$ cat src/wdt_pkg.sv
// Constants, field layouts and state types of the runaway watchdog timer
package wdt_pkg;

  // ----------------------------------------------------------------
  // Register map
  // ----------------------------------------------------------------
  localparam logic [11:0] MODE_OFFSET = 12'h000;
  localparam logic [11:0] CMD_OFFSET = 12'h004;
  localparam int ADDR_W = 12;

  // ----------------------------------------------------------------
  // Mode register fields
  // ----------------------------------------------------------------
  localparam int ENABLE_BIT = 7;
  localparam int PERIOD_HI = 6;
  localparam int PERIOD_LO = 4;
  localparam int IDLE_RUN_BIT = 2;
  localparam int ACTION_BIT = 1;
  localparam logic RESET_ENABLE = 1'b1;
  localparam logic [2:0] RESET_PERIOD = 3'h0;
  localparam logic RESET_IDLE_RUN = 1'b0;
  localparam logic RESET_ACTION = 1'b1;
  localparam logic [2:0] PERIOD_MAX_CODE = 3'h5;

  // ----------------------------------------------------------------
  // Command codes
  // ----------------------------------------------------------------
  localparam logic [7:0] CMD_DISABLE = 8'hB1;
  localparam logic [7:0] CMD_CLEAR = 8'h4E;

  // ----------------------------------------------------------------
  // Counter and timing
  // ----------------------------------------------------------------
  localparam int CNT_W = 26;
  localparam int PERIOD_BASE_EXP = 15;
  localparam int PERIOD_STEP_EXP = 2;
  localparam int RESET_HOLD_STATES = 32;
  localparam int HOLD_W = 6;
  localparam real CLK_PERIOD_NS = 10.0;

  // ----------------------------------------------------------------
  // State types
  // ----------------------------------------------------------------
  typedef enum logic [1:0] {
    ST_RUN = 2'b01,
    ST_RESET_HOLD = 2'b10
  } wd_phase_t;

  typedef struct packed {
    logic en;
    logic [2:0] period;
    logic idle_run;
    logic action;
    logic active;
    logic [CNT_W-1:0] cnt;
    logic [HOLD_W-1:0] hold;
    wd_phase_t phase;
    logic nmi;
    logic rst;
    logic fault_n;
    logic ph_wr;
    logic ph_rd;
    logic [1:0] ph_sel;
    logic [31:0] rdata;
  } wd_state_t;

endpackage

$ cat src/runaway_watchdog_timer.sv
// Runaway watchdog timer with an AHB-Lite register slave
`timescale 1ns/10ps

// Contract
// - Period codes 0-5 give 2^15..2^25; 6,7 barred.
// - Enabled and counting straight after reset.
// - Idle halts counter unless idle run bit set.
// - Overflow gives NMI, or reset when action set.
// - Command register write-only; B1 disable, 4E clear.
// - Counter advances once every system clock.
// - Overflow issues the watchdog NMI request when action clear.
// - Optional fault pin low until clear code.
// - Counter halts while processor is in debug.
// - Watchdog NMI sets NMI source flag zero.
// - Disable is enable bit cleared, then code.
// - Clear code zeroes counter, period restarts.
// - Overflow reset held for 32 states.
module runaway_watchdog_timer #(
  parameter int HOLD_CYCLES = wdt_pkg::RESET_HOLD_STATES,
  parameter bit FAULT_PIN = 1'b0
) (
  // Clock and reset
  input wire logic hclk,
  input wire logic hresetn,
  // AHB-Lite slave
  input wire logic hsel,
  input wire logic [31:0] haddr,
  input wire logic [1:0] htrans,
  input wire logic hwrite,
  input wire logic [2:0] hsize,
  input wire logic [31:0] hwdata,
  input wire logic hready,
  output logic hreadyout,
  output logic hresp,
  output logic [31:0] hrdata,
  // Processor status
  input wire logic idle_mode,
  input wire logic debug_mode,
  // Events
  output logic watchdog_nmi_request,
  output logic nmi_source_flag0_set,
  output logic wd_reset_request,
  output logic fault_out_n
);

  // ----------------------------------------------------------------
  // Parameter checks
  // ----------------------------------------------------------------
  if (HOLD_CYCLES < 1 || HOLD_CYCLES > (1 << wdt_pkg::HOLD_W))
  begin : g_hold_check
    $error("HOLD_CYCLES out of range");
  end

  localparam logic [wdt_pkg::HOLD_W-1:0] HOLD_LAST = wdt_pkg::HOLD_W'(HOLD_CYCLES - 1);

  // ----------------------------------------------------------------
  // Functions
  // ----------------------------------------------------------------
  function automatic logic [1:0] reg_sel(input logic [wdt_pkg::ADDR_W-1:0] a);
    reg_sel = 2'h0;
    if (a == wdt_pkg::MODE_OFFSET)
    begin
      reg_sel = 2'h1;
    end
    else if (a == wdt_pkg::CMD_OFFSET)
    begin
      reg_sel = 2'h2;
    end
  endfunction

  function automatic logic [wdt_pkg::CNT_W-1:0] period_limit(input logic [2:0] code);
    logic [wdt_pkg::CNT_W:0] one;
    int sh;
    one = {{wdt_pkg::CNT_W{1'b0}}, 1'b1};
    sh = wdt_pkg::PERIOD_BASE_EXP + wdt_pkg::PERIOD_STEP_EXP * int'(code);
    period_limit = wdt_pkg::CNT_W'((one << sh) - 1'b1);
  endfunction

  // ----------------------------------------------------------------
  // State
  // ----------------------------------------------------------------
  wdt_pkg::wd_state_t s_q;
  wdt_pkg::wd_state_t s_d;
  logic addr_ok;
  logic wr_mode;
  logic wr_cmd;
  logic [7:0] cmd;
  logic counting;
  logic ovf;
  logic clear_hit;
  logic disable_hit;

  assign addr_ok = hsel && hready && htrans[1];
  assign wr_mode = s_q.ph_wr && s_q.ph_sel[0];
  assign wr_cmd = s_q.ph_wr && s_q.ph_sel[1];
  assign cmd = hwdata[7:0];
  assign clear_hit = wr_cmd && (cmd == wdt_pkg::CMD_CLEAR);
  assign disable_hit = wr_cmd && (cmd == wdt_pkg::CMD_DISABLE) && !s_q.en;
  assign counting = s_q.active && (s_q.phase == wdt_pkg::ST_RUN) && !debug_mode
                    && !(idle_mode && !s_q.idle_run);
  assign ovf = counting && (s_q.cnt >= period_limit(s_q.period));

  // ----------------------------------------------------------------
  // Next state
  // ----------------------------------------------------------------
  always_comb
  begin
    s_d = s_q;
    s_d.nmi = 1'b0;
    // Mode register write
    if (wr_mode)
    begin
      s_d.en = hwdata[wdt_pkg::ENABLE_BIT];
      if (hwdata[wdt_pkg::PERIOD_HI:wdt_pkg::PERIOD_LO] <= wdt_pkg::PERIOD_MAX_CODE)
      begin
        s_d.period = hwdata[wdt_pkg::PERIOD_HI:wdt_pkg::PERIOD_LO];
      end
      s_d.idle_run = hwdata[wdt_pkg::IDLE_RUN_BIT];
      s_d.action = hwdata[wdt_pkg::ACTION_BIT];
      if (hwdata[wdt_pkg::ENABLE_BIT])
      begin
        s_d.active = 1'b1;
      end
    end
    // Counter
    if (counting)
    begin
      s_d.cnt = s_q.cnt + 1'b1;
    end
    if (ovf)
    begin
      s_d.cnt = '0;
      if (s_q.action)
      begin
        s_d.phase = wdt_pkg::ST_RESET_HOLD;
        s_d.hold = HOLD_LAST;
        s_d.rst = 1'b1;
      end
      else
      begin
        s_d.nmi = 1'b1;
        s_d.fault_n = 1'b0;
      end
    end
    if (clear_hit)
    begin
      s_d.cnt = '0;
      if (!(ovf && !s_q.action))
      begin
        s_d.fault_n = 1'b1;
      end
    end
    if (disable_hit)
    begin
      s_d.active = 1'b0;
      s_d.cnt = '0;
    end
    // Internal reset hold
    case (s_q.phase)
      wdt_pkg::ST_RUN:
      begin
      end
      wdt_pkg::ST_RESET_HOLD:
      begin
        s_d.cnt = '0;
        if (s_q.hold == '0)
        begin
          s_d.phase = wdt_pkg::ST_RUN;
          s_d.rst = 1'b0;
        end
        else
        begin
          s_d.hold = s_q.hold - 1'b1;
        end
      end
      default:
      begin
        s_d.phase = wdt_pkg::ST_RUN;
        s_d.rst = 1'b0;
      end
    endcase
    // Bus address phase
    s_d.ph_wr = addr_ok && hwrite;
    s_d.ph_rd = addr_ok && !hwrite;
    s_d.ph_sel = addr_ok ? reg_sel(haddr[wdt_pkg::ADDR_W-1:0]) : 2'h0;
    s_d.rdata = 32'h0000_0000;
    if (addr_ok && !hwrite && s_d.ph_sel[0])
    begin
      s_d.rdata[wdt_pkg::ENABLE_BIT] = s_d.en;
      s_d.rdata[wdt_pkg::PERIOD_HI:wdt_pkg::PERIOD_LO] = s_d.period;
      s_d.rdata[wdt_pkg::IDLE_RUN_BIT] = s_d.idle_run;
      s_d.rdata[wdt_pkg::ACTION_BIT] = s_d.action;
    end
  end

  // ----------------------------------------------------------------
  // Registers
  // ----------------------------------------------------------------
  always_ff @(posedge hclk or negedge hresetn)
  begin
    if (!hresetn)
    begin
      s_q.en <= wdt_pkg::RESET_ENABLE;
      s_q.period <= wdt_pkg::RESET_PERIOD;
      s_q.idle_run <= wdt_pkg::RESET_IDLE_RUN;
      s_q.action <= wdt_pkg::RESET_ACTION;
      s_q.active <= 1'b1;
      s_q.cnt <= '0;
      s_q.hold <= '0;
      s_q.phase <= wdt_pkg::ST_RUN;
      s_q.nmi <= 1'b0;
      s_q.rst <= 1'b0;
      s_q.fault_n <= 1'b1;
      s_q.ph_wr <= 1'b0;
      s_q.ph_rd <= 1'b0;
      s_q.ph_sel <= 2'h0;
      s_q.rdata <= 32'h0000_0000;
    end
    else
    begin
      s_q <= s_d;
    end
  end

  // ----------------------------------------------------------------
  // Outputs
  // ----------------------------------------------------------------
  assign hreadyout = 1'b1;
  assign hresp = 1'b0;
  assign hrdata = s_q.rdata;
  assign watchdog_nmi_request = s_q.nmi;
  assign nmi_source_flag0_set = s_q.nmi;
  assign wd_reset_request = s_q.rst;
  assign fault_out_n = FAULT_PIN ? s_q.fault_n : 1'b1;

  // ----------------------------------------------------------------
  // Assertions
  // ----------------------------------------------------------------
  period_barred_a: assert property (@(posedge hclk) disable iff (!hresetn)
    wr_mode && hwdata[wdt_pkg::PERIOD_HI:wdt_pkg::PERIOD_LO] > wdt_pkg::PERIOD_MAX_CODE
    |=> $stable(s_q.period))
    else $error("Barred period code stored");

  count_step_a: assert property (@(posedge hclk) disable iff (!hresetn)
    counting && !ovf && !wr_cmd |=> s_q.cnt == $past(s_q.cnt) + 1'b1)
    else $error("Counter did not advance");

  idle_halt_a: assert property (@(posedge hclk) disable iff (!hresetn)
    idle_mode && !s_q.idle_run && !wr_cmd && s_q.phase == wdt_pkg::ST_RUN
    |=> s_q.cnt == $past(s_q.cnt))
    else $error("Counter moved in idle");

  debug_halt_a: assert property (@(posedge hclk) disable iff (!hresetn)
    debug_mode && !wr_cmd |=> s_q.cnt == $past(s_q.cnt) || s_q.cnt == '0)
    else $error("Counter moved in debug");

  nmi_cause_a: assert property (@(posedge hclk) disable iff (!hresetn)
    watchdog_nmi_request |-> $past(ovf) && !$past(s_q.action) && nmi_source_flag0_set)
    else $error("NMI without overflow");

  reset_cause_a: assert property (@(posedge hclk) disable iff (!hresetn)
    ovf && s_q.action |=> wd_reset_request && !watchdog_nmi_request)
    else $error("Reset action missing");

  reset_hold_a: assert property (@(posedge hclk) disable iff (!hresetn)
    $fell(wd_reset_request) |-> $past(wd_reset_request, HOLD_CYCLES)
    && !$past(wd_reset_request, HOLD_CYCLES + 1))
    else $error("Reset pulse length wrong");

  cmd_read_a: assert property (@(posedge hclk) disable iff (!hresetn)
    s_q.ph_rd |-> hrdata[31:8] == 24'h0 && hrdata[3] == 1'b0 && hrdata[0] == 1'b0
    && (!s_q.ph_sel[1] || hrdata == 32'h0))
    else $error("Reserved read bits set");

  clear_zero_a: assert property (@(posedge hclk) disable iff (!hresetn)
    clear_hit |=> s_q.cnt == '0)
    else $error("Clear code missed");

  disable_gate_a: assert property (@(posedge hclk) disable iff (!hresetn)
    wr_cmd && cmd == wdt_pkg::CMD_DISABLE |=> s_q.active == $past(s_q.active && s_q.en)
    || (s_q.active && $past(wr_mode)))
    else $error("Disable gating wrong");

  reserved_cmd_a: assert property (@(posedge hclk) disable iff (!hresetn)
    wr_cmd && cmd != wdt_pkg::CMD_DISABLE && cmd != wdt_pkg::CMD_CLEAR
    |=> $stable(s_q.active) && $stable(s_q.en) && $stable(s_q.period))
    else $error("Reserved command acted");

  fault_pin_a: assert property (@(posedge hclk) disable iff (!hresetn)
    watchdog_nmi_request && FAULT_PIN |-> !fault_out_n)
    else $error("Fault pin not low");

  fault_clear_a: assert property (@(posedge hclk) disable iff (!hresetn)
    FAULT_PIN && clear_hit && !(ovf && !s_q.action) |=> fault_out_n)
    else $error("Fault pin not released");

  nmi_pulse_a: assert property (@(posedge hclk) disable iff (!hresetn)
    watchdog_nmi_request |=> !watchdog_nmi_request)
    else $error("NMI longer than one cycle");

endmodule

$ cat config.mk
export PLATFORM = sky130hd
export DESIGN_NAME = runaway_watchdog_timer
export DESIGN_NICKNAME = d
export VERILOG_FILES = /design/src/wdt_pkg.sv /design/src/runaway_watchdog_timer.sv
export SDC_FILE = /design/constraint.sdc
export NUM_CORES = 1
export LEC_CHECK = 0
export BUFFER_PORTS_ARGS = -buffer_cell sky130_fd_sc_hd__buf_2
export CORE_AREA = 2 2 90 109
export DETAILED_ROUTE_END_ITERATION = 16
export DIE_AREA = 0 0 92 111
export PLACE_DENSITY_LB_ADDON = 0.2
export SLEW_MARGIN = 10
export SYNTH_ARGS = -nofsm -noshare
export SYNTH_HDL_FRONTEND = slang
export SYNTH_SLANG_ARGS = --single-unit
$ cat constraint.sdc
create_clock -name hclk -period 6 [get_ports hclk]
set_clock_uncertainty 0.05 [all_clocks]
set_input_delay 0.6 -clock hclk [delete_from_list [all_inputs] [get_ports hclk]]
set_output_delay 0.6 -clock hclk [all_outputs]
set_load 0.02 [all_outputs]
Word level (Yosys, flattened, before mapping)

Index checks and enable logic that the tools add are counted.

Register bits: 53
Input bits: 76
Output and inout bits: 38
Logic and storage cells: 78

$add $sub $neg: 4
$lt $le $gt $ge: 2
Eq/ne operators: 5
Shifts and indexed selects: 1
Multiplexer cells: 24
Reductions and logical operators: 28

Operators by type and width:

| kind                                                 | number |
|---|---|
| two-way mux 26 bit                                   | 2 |
| two-way mux 37 bit                                   | 1 |
| two-way mux 32 bit                                   | 1 |
| two-way mux 27 bit                                   | 1 |
| adder 26 x 1 -> 26 bit, second input constant        | 1 |
| greater-or-equal comparator 26 bit                   | 1 |
| left shift 1 x 5 -> 26 bit, first input constant     | 1 |
| subtractor 26 x 1 -> 26 bit, second input constant   | 1 |
| logical AND 1 bit                                    | 16 |
| equality test 12 x 3 -> 1 bit, second input constant | 1 |
| logical NOT 12 bit                                   | 1 |
| two-way mux 2 bit                                    | 5 |
| equality test 8 x 7 -> 1 bit, second input constant  | 1 |
| equality test 8 bit, second input constant           | 1 |
| two-way mux 8 bit                                    | 1 |
| two-way mux 1 bit                                    | 7 |
| two-way mux 7 bit                                    | 1 |
| logical NOT 1 bit                                    | 6 |
| logical NOT 6 bit                                    | 1 |
| two-way mux 6 bit                                    | 1 |
| subtractor 6 x 1 -> 6 bit, second input constant     | 1 |
| adder 4 x 4 -> 5 bit, first input constant           | 1 |
| nonzero test 5 bit                                   | 1 |
| two-way mux 4 bit                                    | 1 |
| 8 further kinds                                      | 9 |

Logic depth before layout (Yosys ltp)

Depth in word-level cells: 9
Depth in mapped cells: 13
Mapped depth without buffers: 12

Worst setup path before layout

Ideal clock, no wire load.

Kind: flip-flop to flip-flop
Start: reg s_q[77] (netlist name)
End: reg s_q[63] (netlist name)
Setup time: 0.082 ns
Arrival: 2.559 ns
Data required time: 5.868 ns
Setup slack: 3.309 ns
Cell stages (with the launch flop): 12
Path buffers: 1
Period minus slack after synthesis: 2.691 ns
Path through: dfrtp_1 or2_2 o21ai_0 ha_1 a21oi_1 nand2_1 a21oi_1 a31oi_1 or2_1 buf_2 or4_1 a31oi_1

Longest elaborated chain between the ends: 9
Elaborated cells between the ends (all ways): 10
Those cells by class: add/sub: 2; order compare: 1; shift: 1; mux: 4; reduce/logical: 2

RTL lines:

| element                              | line                          | text |
|---|---|---|
| from (decl)                          | runaway_watchdog_timer.sv:82  | `wdt_pkg::wd_state_t s_q;` |
| adder 4 x 4 -> 5 bit *               | runaway_watchdog_timer.sv:75  | `sh = wdt_pkg::PERIOD_BASE_EXP + wdt_pkg::PERIOD_STEP_EXP * int'(code);` |
| left shift 1 x 5 -> 26 bit *         | runaway_watchdog_timer.sv:76  | `period_limit = wdt_pkg::CNT_W'((one << sh) - 1'b1);` |
| subtractor 26 x 1 -> 26 bit *        | runaway_watchdog_timer.sv:76  |  |
| greater-or-equal comparator 26 bit * | runaway_watchdog_timer.sv:101 | `assign ovf = counting && (s_q.cnt >= period_limit(s_q.period));` |
| logical AND 1 bit *                  | runaway_watchdog_timer.sv:101 |  |
| two-way mux 37 bit                   | runaway_watchdog_timer.sv:130 | `if (ovf)` |
| two-way mux 26 bit                   | runaway_watchdog_timer.sv:145 | `if (clear_hit)` |
| two-way mux 27 bit                   | runaway_watchdog_timer.sv:153 | `if (disable_hit)` |
| two-way mux 32 bit                   | runaway_watchdog_timer.sv:159 | `case (s_q.phase)` |

Every way passes the cells marked *; elsewhere a longest branch is shown, timed or not.
A chain may end at the register's enable or synchronous reset.

Worst setup path after layout

Start: reg s_q[77] (netlist name)
End: reg s_q[49] (netlist name)

Same word-level chain as after synthesis.

==> metrics.log <==
[metrics] run status: finished, final reports clean
[metrics] reported leakage power: 1.90 nW
[metrics] post-synth design cell area: 3550 µm²
[metrics] DRC: 0
[metrics] pre-CTS setup slack: between 2 and 3 ns
[metrics] Clock Pin Slew Worst Setup and Hold Paths: approximately 0.070 ns
[metrics] most numerous cell types in the synthesized netlist: sky130_fd_sc_hd__dfrtp_1, sky130_fd_sc_hd__nand2_1, sky130_fd_sc_hd__nor2_1
[metrics] synthesized netlist cell count: about 400
[metrics] Starting Density: between 30% and 40%
[metrics] critical path data arrival time: between 3 and 4 ns
[metrics] most instantiated flip-flop cell in the synthesis netlist: sky130_fd_sc_hd__dfrtp_1
[metrics] CTS root buf: sky130_fd_sc_hd__clkbuf_16
[metrics] CTS tree: built
[metrics] Crit Path Class: reg -> reg
[metrics] routed length per instance: ~13 µm
[metrics] latest clock arrival within the worst-skew pair: about 0.29 ns
[metrics] number of nets in the finished design: roughly 550
[metrics] ratio of final minimum period to clock period: 51.9%
[metrics] Top Ports: roughly 110
[metrics] fraction of synthesis flops using an asynchronous set or reset pin: 100%
[metrics] Total Routed Length: approximately 7.6 mm
[metrics] global route total overflow: 0
[metrics] Hold/Removal Path Class: in -> async
[metrics] Final Hold Violating Endpoints: 0
[metrics] worst-path maximum fanout: 16
[metrics] Sink Count: 52
[metrics] count of synthesis-stage warnings from yosys: 0
[metrics] Routability Congestion: 0.732
[metrics] chip height: ~110 µm
[metrics] count of nets left with antenna violations after detail routing: 0
[metrics] depth of the CTS H-tree: 2
[metrics] area of the core: between 9000 and 10000 µm²
[metrics] cts bufs inserted: 5
[metrics] number of buffers inserted for hold repair after clock tree synthesis: 0
[metrics] CTS Buffer Depth: 2
[metrics] number of synthesized register bits: between 50 and 60
[metrics] max-cap viol count: 0
[metrics] most numerous cell in the Yosys netlist: sky130_fd_sc_hd__dfrtp_1
[metrics] Worst IR Drop VDD: roughly 0.00016 V
[metrics] post_cts resized: 0
[metrics] number of antenna violations at the first check in global routing: 0
[metrics] f_max: 321 MHz
[metrics] final critical-path setup slack: approximately 2.9 ns
[metrics] Final Slew Violations: 0
[metrics] First-pass DRT Iterations: 4
[metrics] Cell Rows: 39
[metrics] share of synthesized area occupied by flip-flops and latches: between 30% and 40%
[metrics] Distinct cells, synth: 52
[metrics] average vias per placed instance: roughly 5.1
[metrics] antenna diode count: 0
[metrics] Setup crit start kind: flop
[metrics] post-route total power: about 0.74 mW
[metrics] area of the die: approximately 10000 µm²
[metrics] Crit path required time: approximately 6.1 ns
[metrics] setup bufs post-CTS: 0
[metrics] RSZ-0062 raised after global routing: no
[metrics] Post-synth EDFFs: 0
[metrics] maximum number of pins on one net before global-route repair: 53
[metrics] die width: 92 µm
[metrics] Relative slew margins: between 40% and 50%
[metrics] wire length of the first global-routing pass: approximately 13 mm
[metrics] area added between synthesis and finish: 9.01%
[metrics] PD cells: approximately 190 nW/µm²
[metrics] average size of a mapped cell: approximately 9 µm²
[metrics] Least-Margin Pin Slew: 0.817 ns
[metrics] most area-consuming cells after synthesis: sky130_fd_sc_hd__dfrtp_1, sky130_fd_sc_hd__ha_1, sky130_fd_sc_hd__buf_4
[metrics] leading area contributor after synthesis: sky130_fd_sc_hd__dfrtp_1
[metrics] vias post-DR: just under 3000
[metrics] Port Buffers: 36
[metrics] Final min period: between 3 and 4 ns
[metrics] # setup viols final: 0
[metrics] Initial DRC Count: 139
[metrics] gr usage total: between 10% and 20%
[metrics] Fin Setup TNS: 0 ns
[metrics] fraction of final layout cells sized beyond drive strength 1: 13.1%
[metrics] top-area cell type share of the netlist area: about a third
[metrics] Worst setup EP type: flop
[metrics] via count of the first global-routing pass: about 2800
[metrics] half-perimeter wire length of the detailed placement result: approximately 5.8 mm
## critical path: stages, from the launching register on
cell                      delay, ns
sky130_fd_sc_hd__dfrtp_1       0.44
sky130_fd_sc_hd__or2_2         0.36
sky130_fd_sc_hd__o21ai_0       0.17
sky130_fd_sc_hd__ha_1          0.29
sky130_fd_sc_hd__a21oi_1       0.14
sky130_fd_sc_hd__nand2_1       0.07
sky130_fd_sc_hd__a21oi_1       0.22
sky130_fd_sc_hd__a31oi_1       0.16
sky130_fd_sc_hd__or3_1         0.70
sky130_fd_sc_hd__o41ai_1       0.40
## cell usage in the layout, fill, tap and decap left out, types with 2 or more instances in the layout
cell                         n
sky130_fd_sc_hd__nor2_1     37
sky130_fd_sc_hd__buf_4       2
sky130_fd_sc_hd__dfstp_2     4
sky130_fd_sc_hd__nand3_1    15
sky130_fd_sc_hd__a31oi_1     3
sky130_fd_sc_hd__nand2b_1    3
sky130_fd_sc_hd__or3_1       9
sky130_fd_sc_hd__nor3_1     17
sky130_fd_sc_hd__dfrtp_1    48
sky130_fd_sc_hd__o21ai_0     7
sky130_fd_sc_hd__a2bb2oi_1   3
sky130_fd_sc_hd__xor2_1      3
sky130_fd_sc_hd__conb_1     38
sky130_fd_sc_hd__nand2_1    39
sky130_fd_sc_hd__nand4_1     8
sky130_fd_sc_hd__inv_1      19
sky130_fd_sc_hd__nor4b_1     2
sky130_fd_sc_hd__and3_1      9
sky130_fd_sc_hd__nor2b_1     3
sky130_fd_sc_hd__a21o_1      6
sky130_fd_sc_hd__buf_2      36
sky130_fd_sc_hd__ha_1       31
sky130_fd_sc_hd__xnor2_1    10
sky130_fd_sc_hd__a21oi_1    29
sky130_fd_sc_hd__mux2_2      3
sky130_fd_sc_hd__nor4_1      9
sky130_fd_sc_hd__o21a_1      3
sky130_fd_sc_hd__nand4b_1    5
sky130_fd_sc_hd__o32a_1      2
sky130_fd_sc_hd__or4_1       4
sky130_fd_sc_hd__clkbuf_16   5
sky130_fd_sc_hd__o21ai_1     7
sky130_fd_sc_hd__or2_2       2
## logic make-up (layout without fill, tap and decap cells)
family,after synthesis,in the layout,share of synthesized area [%]
muxes,3,3,0.951
adders and majority gates,31,31,10.9
DFF,52,52,36.8
AOI/OAI and AO/OA,71,71,13.1
xor gates and xnor gates,13,13,3.20
and+or+nand+nor,169,169,24.2
other,2,38,0.211
buffers and inverters,64,65,10.6
## final cells by class
class                           instances  area (µm²)
Sequential cell                        52        1310
Fill cell                             953        5400
Clock buffer                            6         129
Timing Repair Buffer                   38         195
Clock inverter                          2        12.5
Tap cell                              123         154
Multi-Input combinational cell        325        2010
Inverter                               19        71.3
## path summary, 6_finish.rpt
kind / from / to / slack [ns] / cells past startpoint
max in group asynchronous: hresetn / s_q[72]$_DFFE_PN0P_ / 5.06 / 2
worst max-delay path: s_q[77]$_DFF_PN0_ / s_q[49]$_DFFE_PN0P_ / 2.89 / 9
worst min register to register: wd_reset_request$_DFF_PN0_ / wd_reset_request$_DFF_PN0_ / 0.47 / 2
worst min-delay path: hresetn / s_q[64]$_DFFE_PN0P_ / 0.38 / 2
worst max register to register: s_q[77]$_DFF_PN0_ / s_q[49]$_DFFE_PN0P_ / 2.89 / 9
min in group hclk: wd_reset_request$_DFF_PN0_ / wd_reset_request$_DFF_PN0_ / 0.47 / 2
## flip-flops by register name (all words and copies together), names as in the netlist
register and cells:
hrdata 6, wd_reset_request 1, s_q 44, nmi_source_flag0_set 1
## report_power, final
group | internal [mW] | total [mW] | leakage (nW) | switching (mW)
Clock | 0.154 | 0.284 | 0.0669 | 0.130
Combinational | 0.0337 | 0.0920 | 1.14 | 0.0583
Sequential | 0.359 | 0.365 | 0.690 | 0.00616
Total | 0.547 | 0.741 | 1.90 | 0.194
## metal layers
layer / wire length [µm] / global-route usage, %
met5: 0 / 0
met4: 147 / 4.68
met3: 297 / 2.86
met2: 3870 / 28.0
met1: 3290 / 17.7
## per-stage QoR
step                util, %  std cells  instance area (µm²)  hold slack (ns)
global placement       40.3        557                 3730            0.434
finish                 41.8        565                 3870            0.377
detailed placement     40.3        557                 3730            0.436
CTS                    41.8        565                 3870            0.421
floorplan                 -        441                 3690            0.254
global route           41.8        565                 3870            0.454
Power figures use the tool's default switching activity.
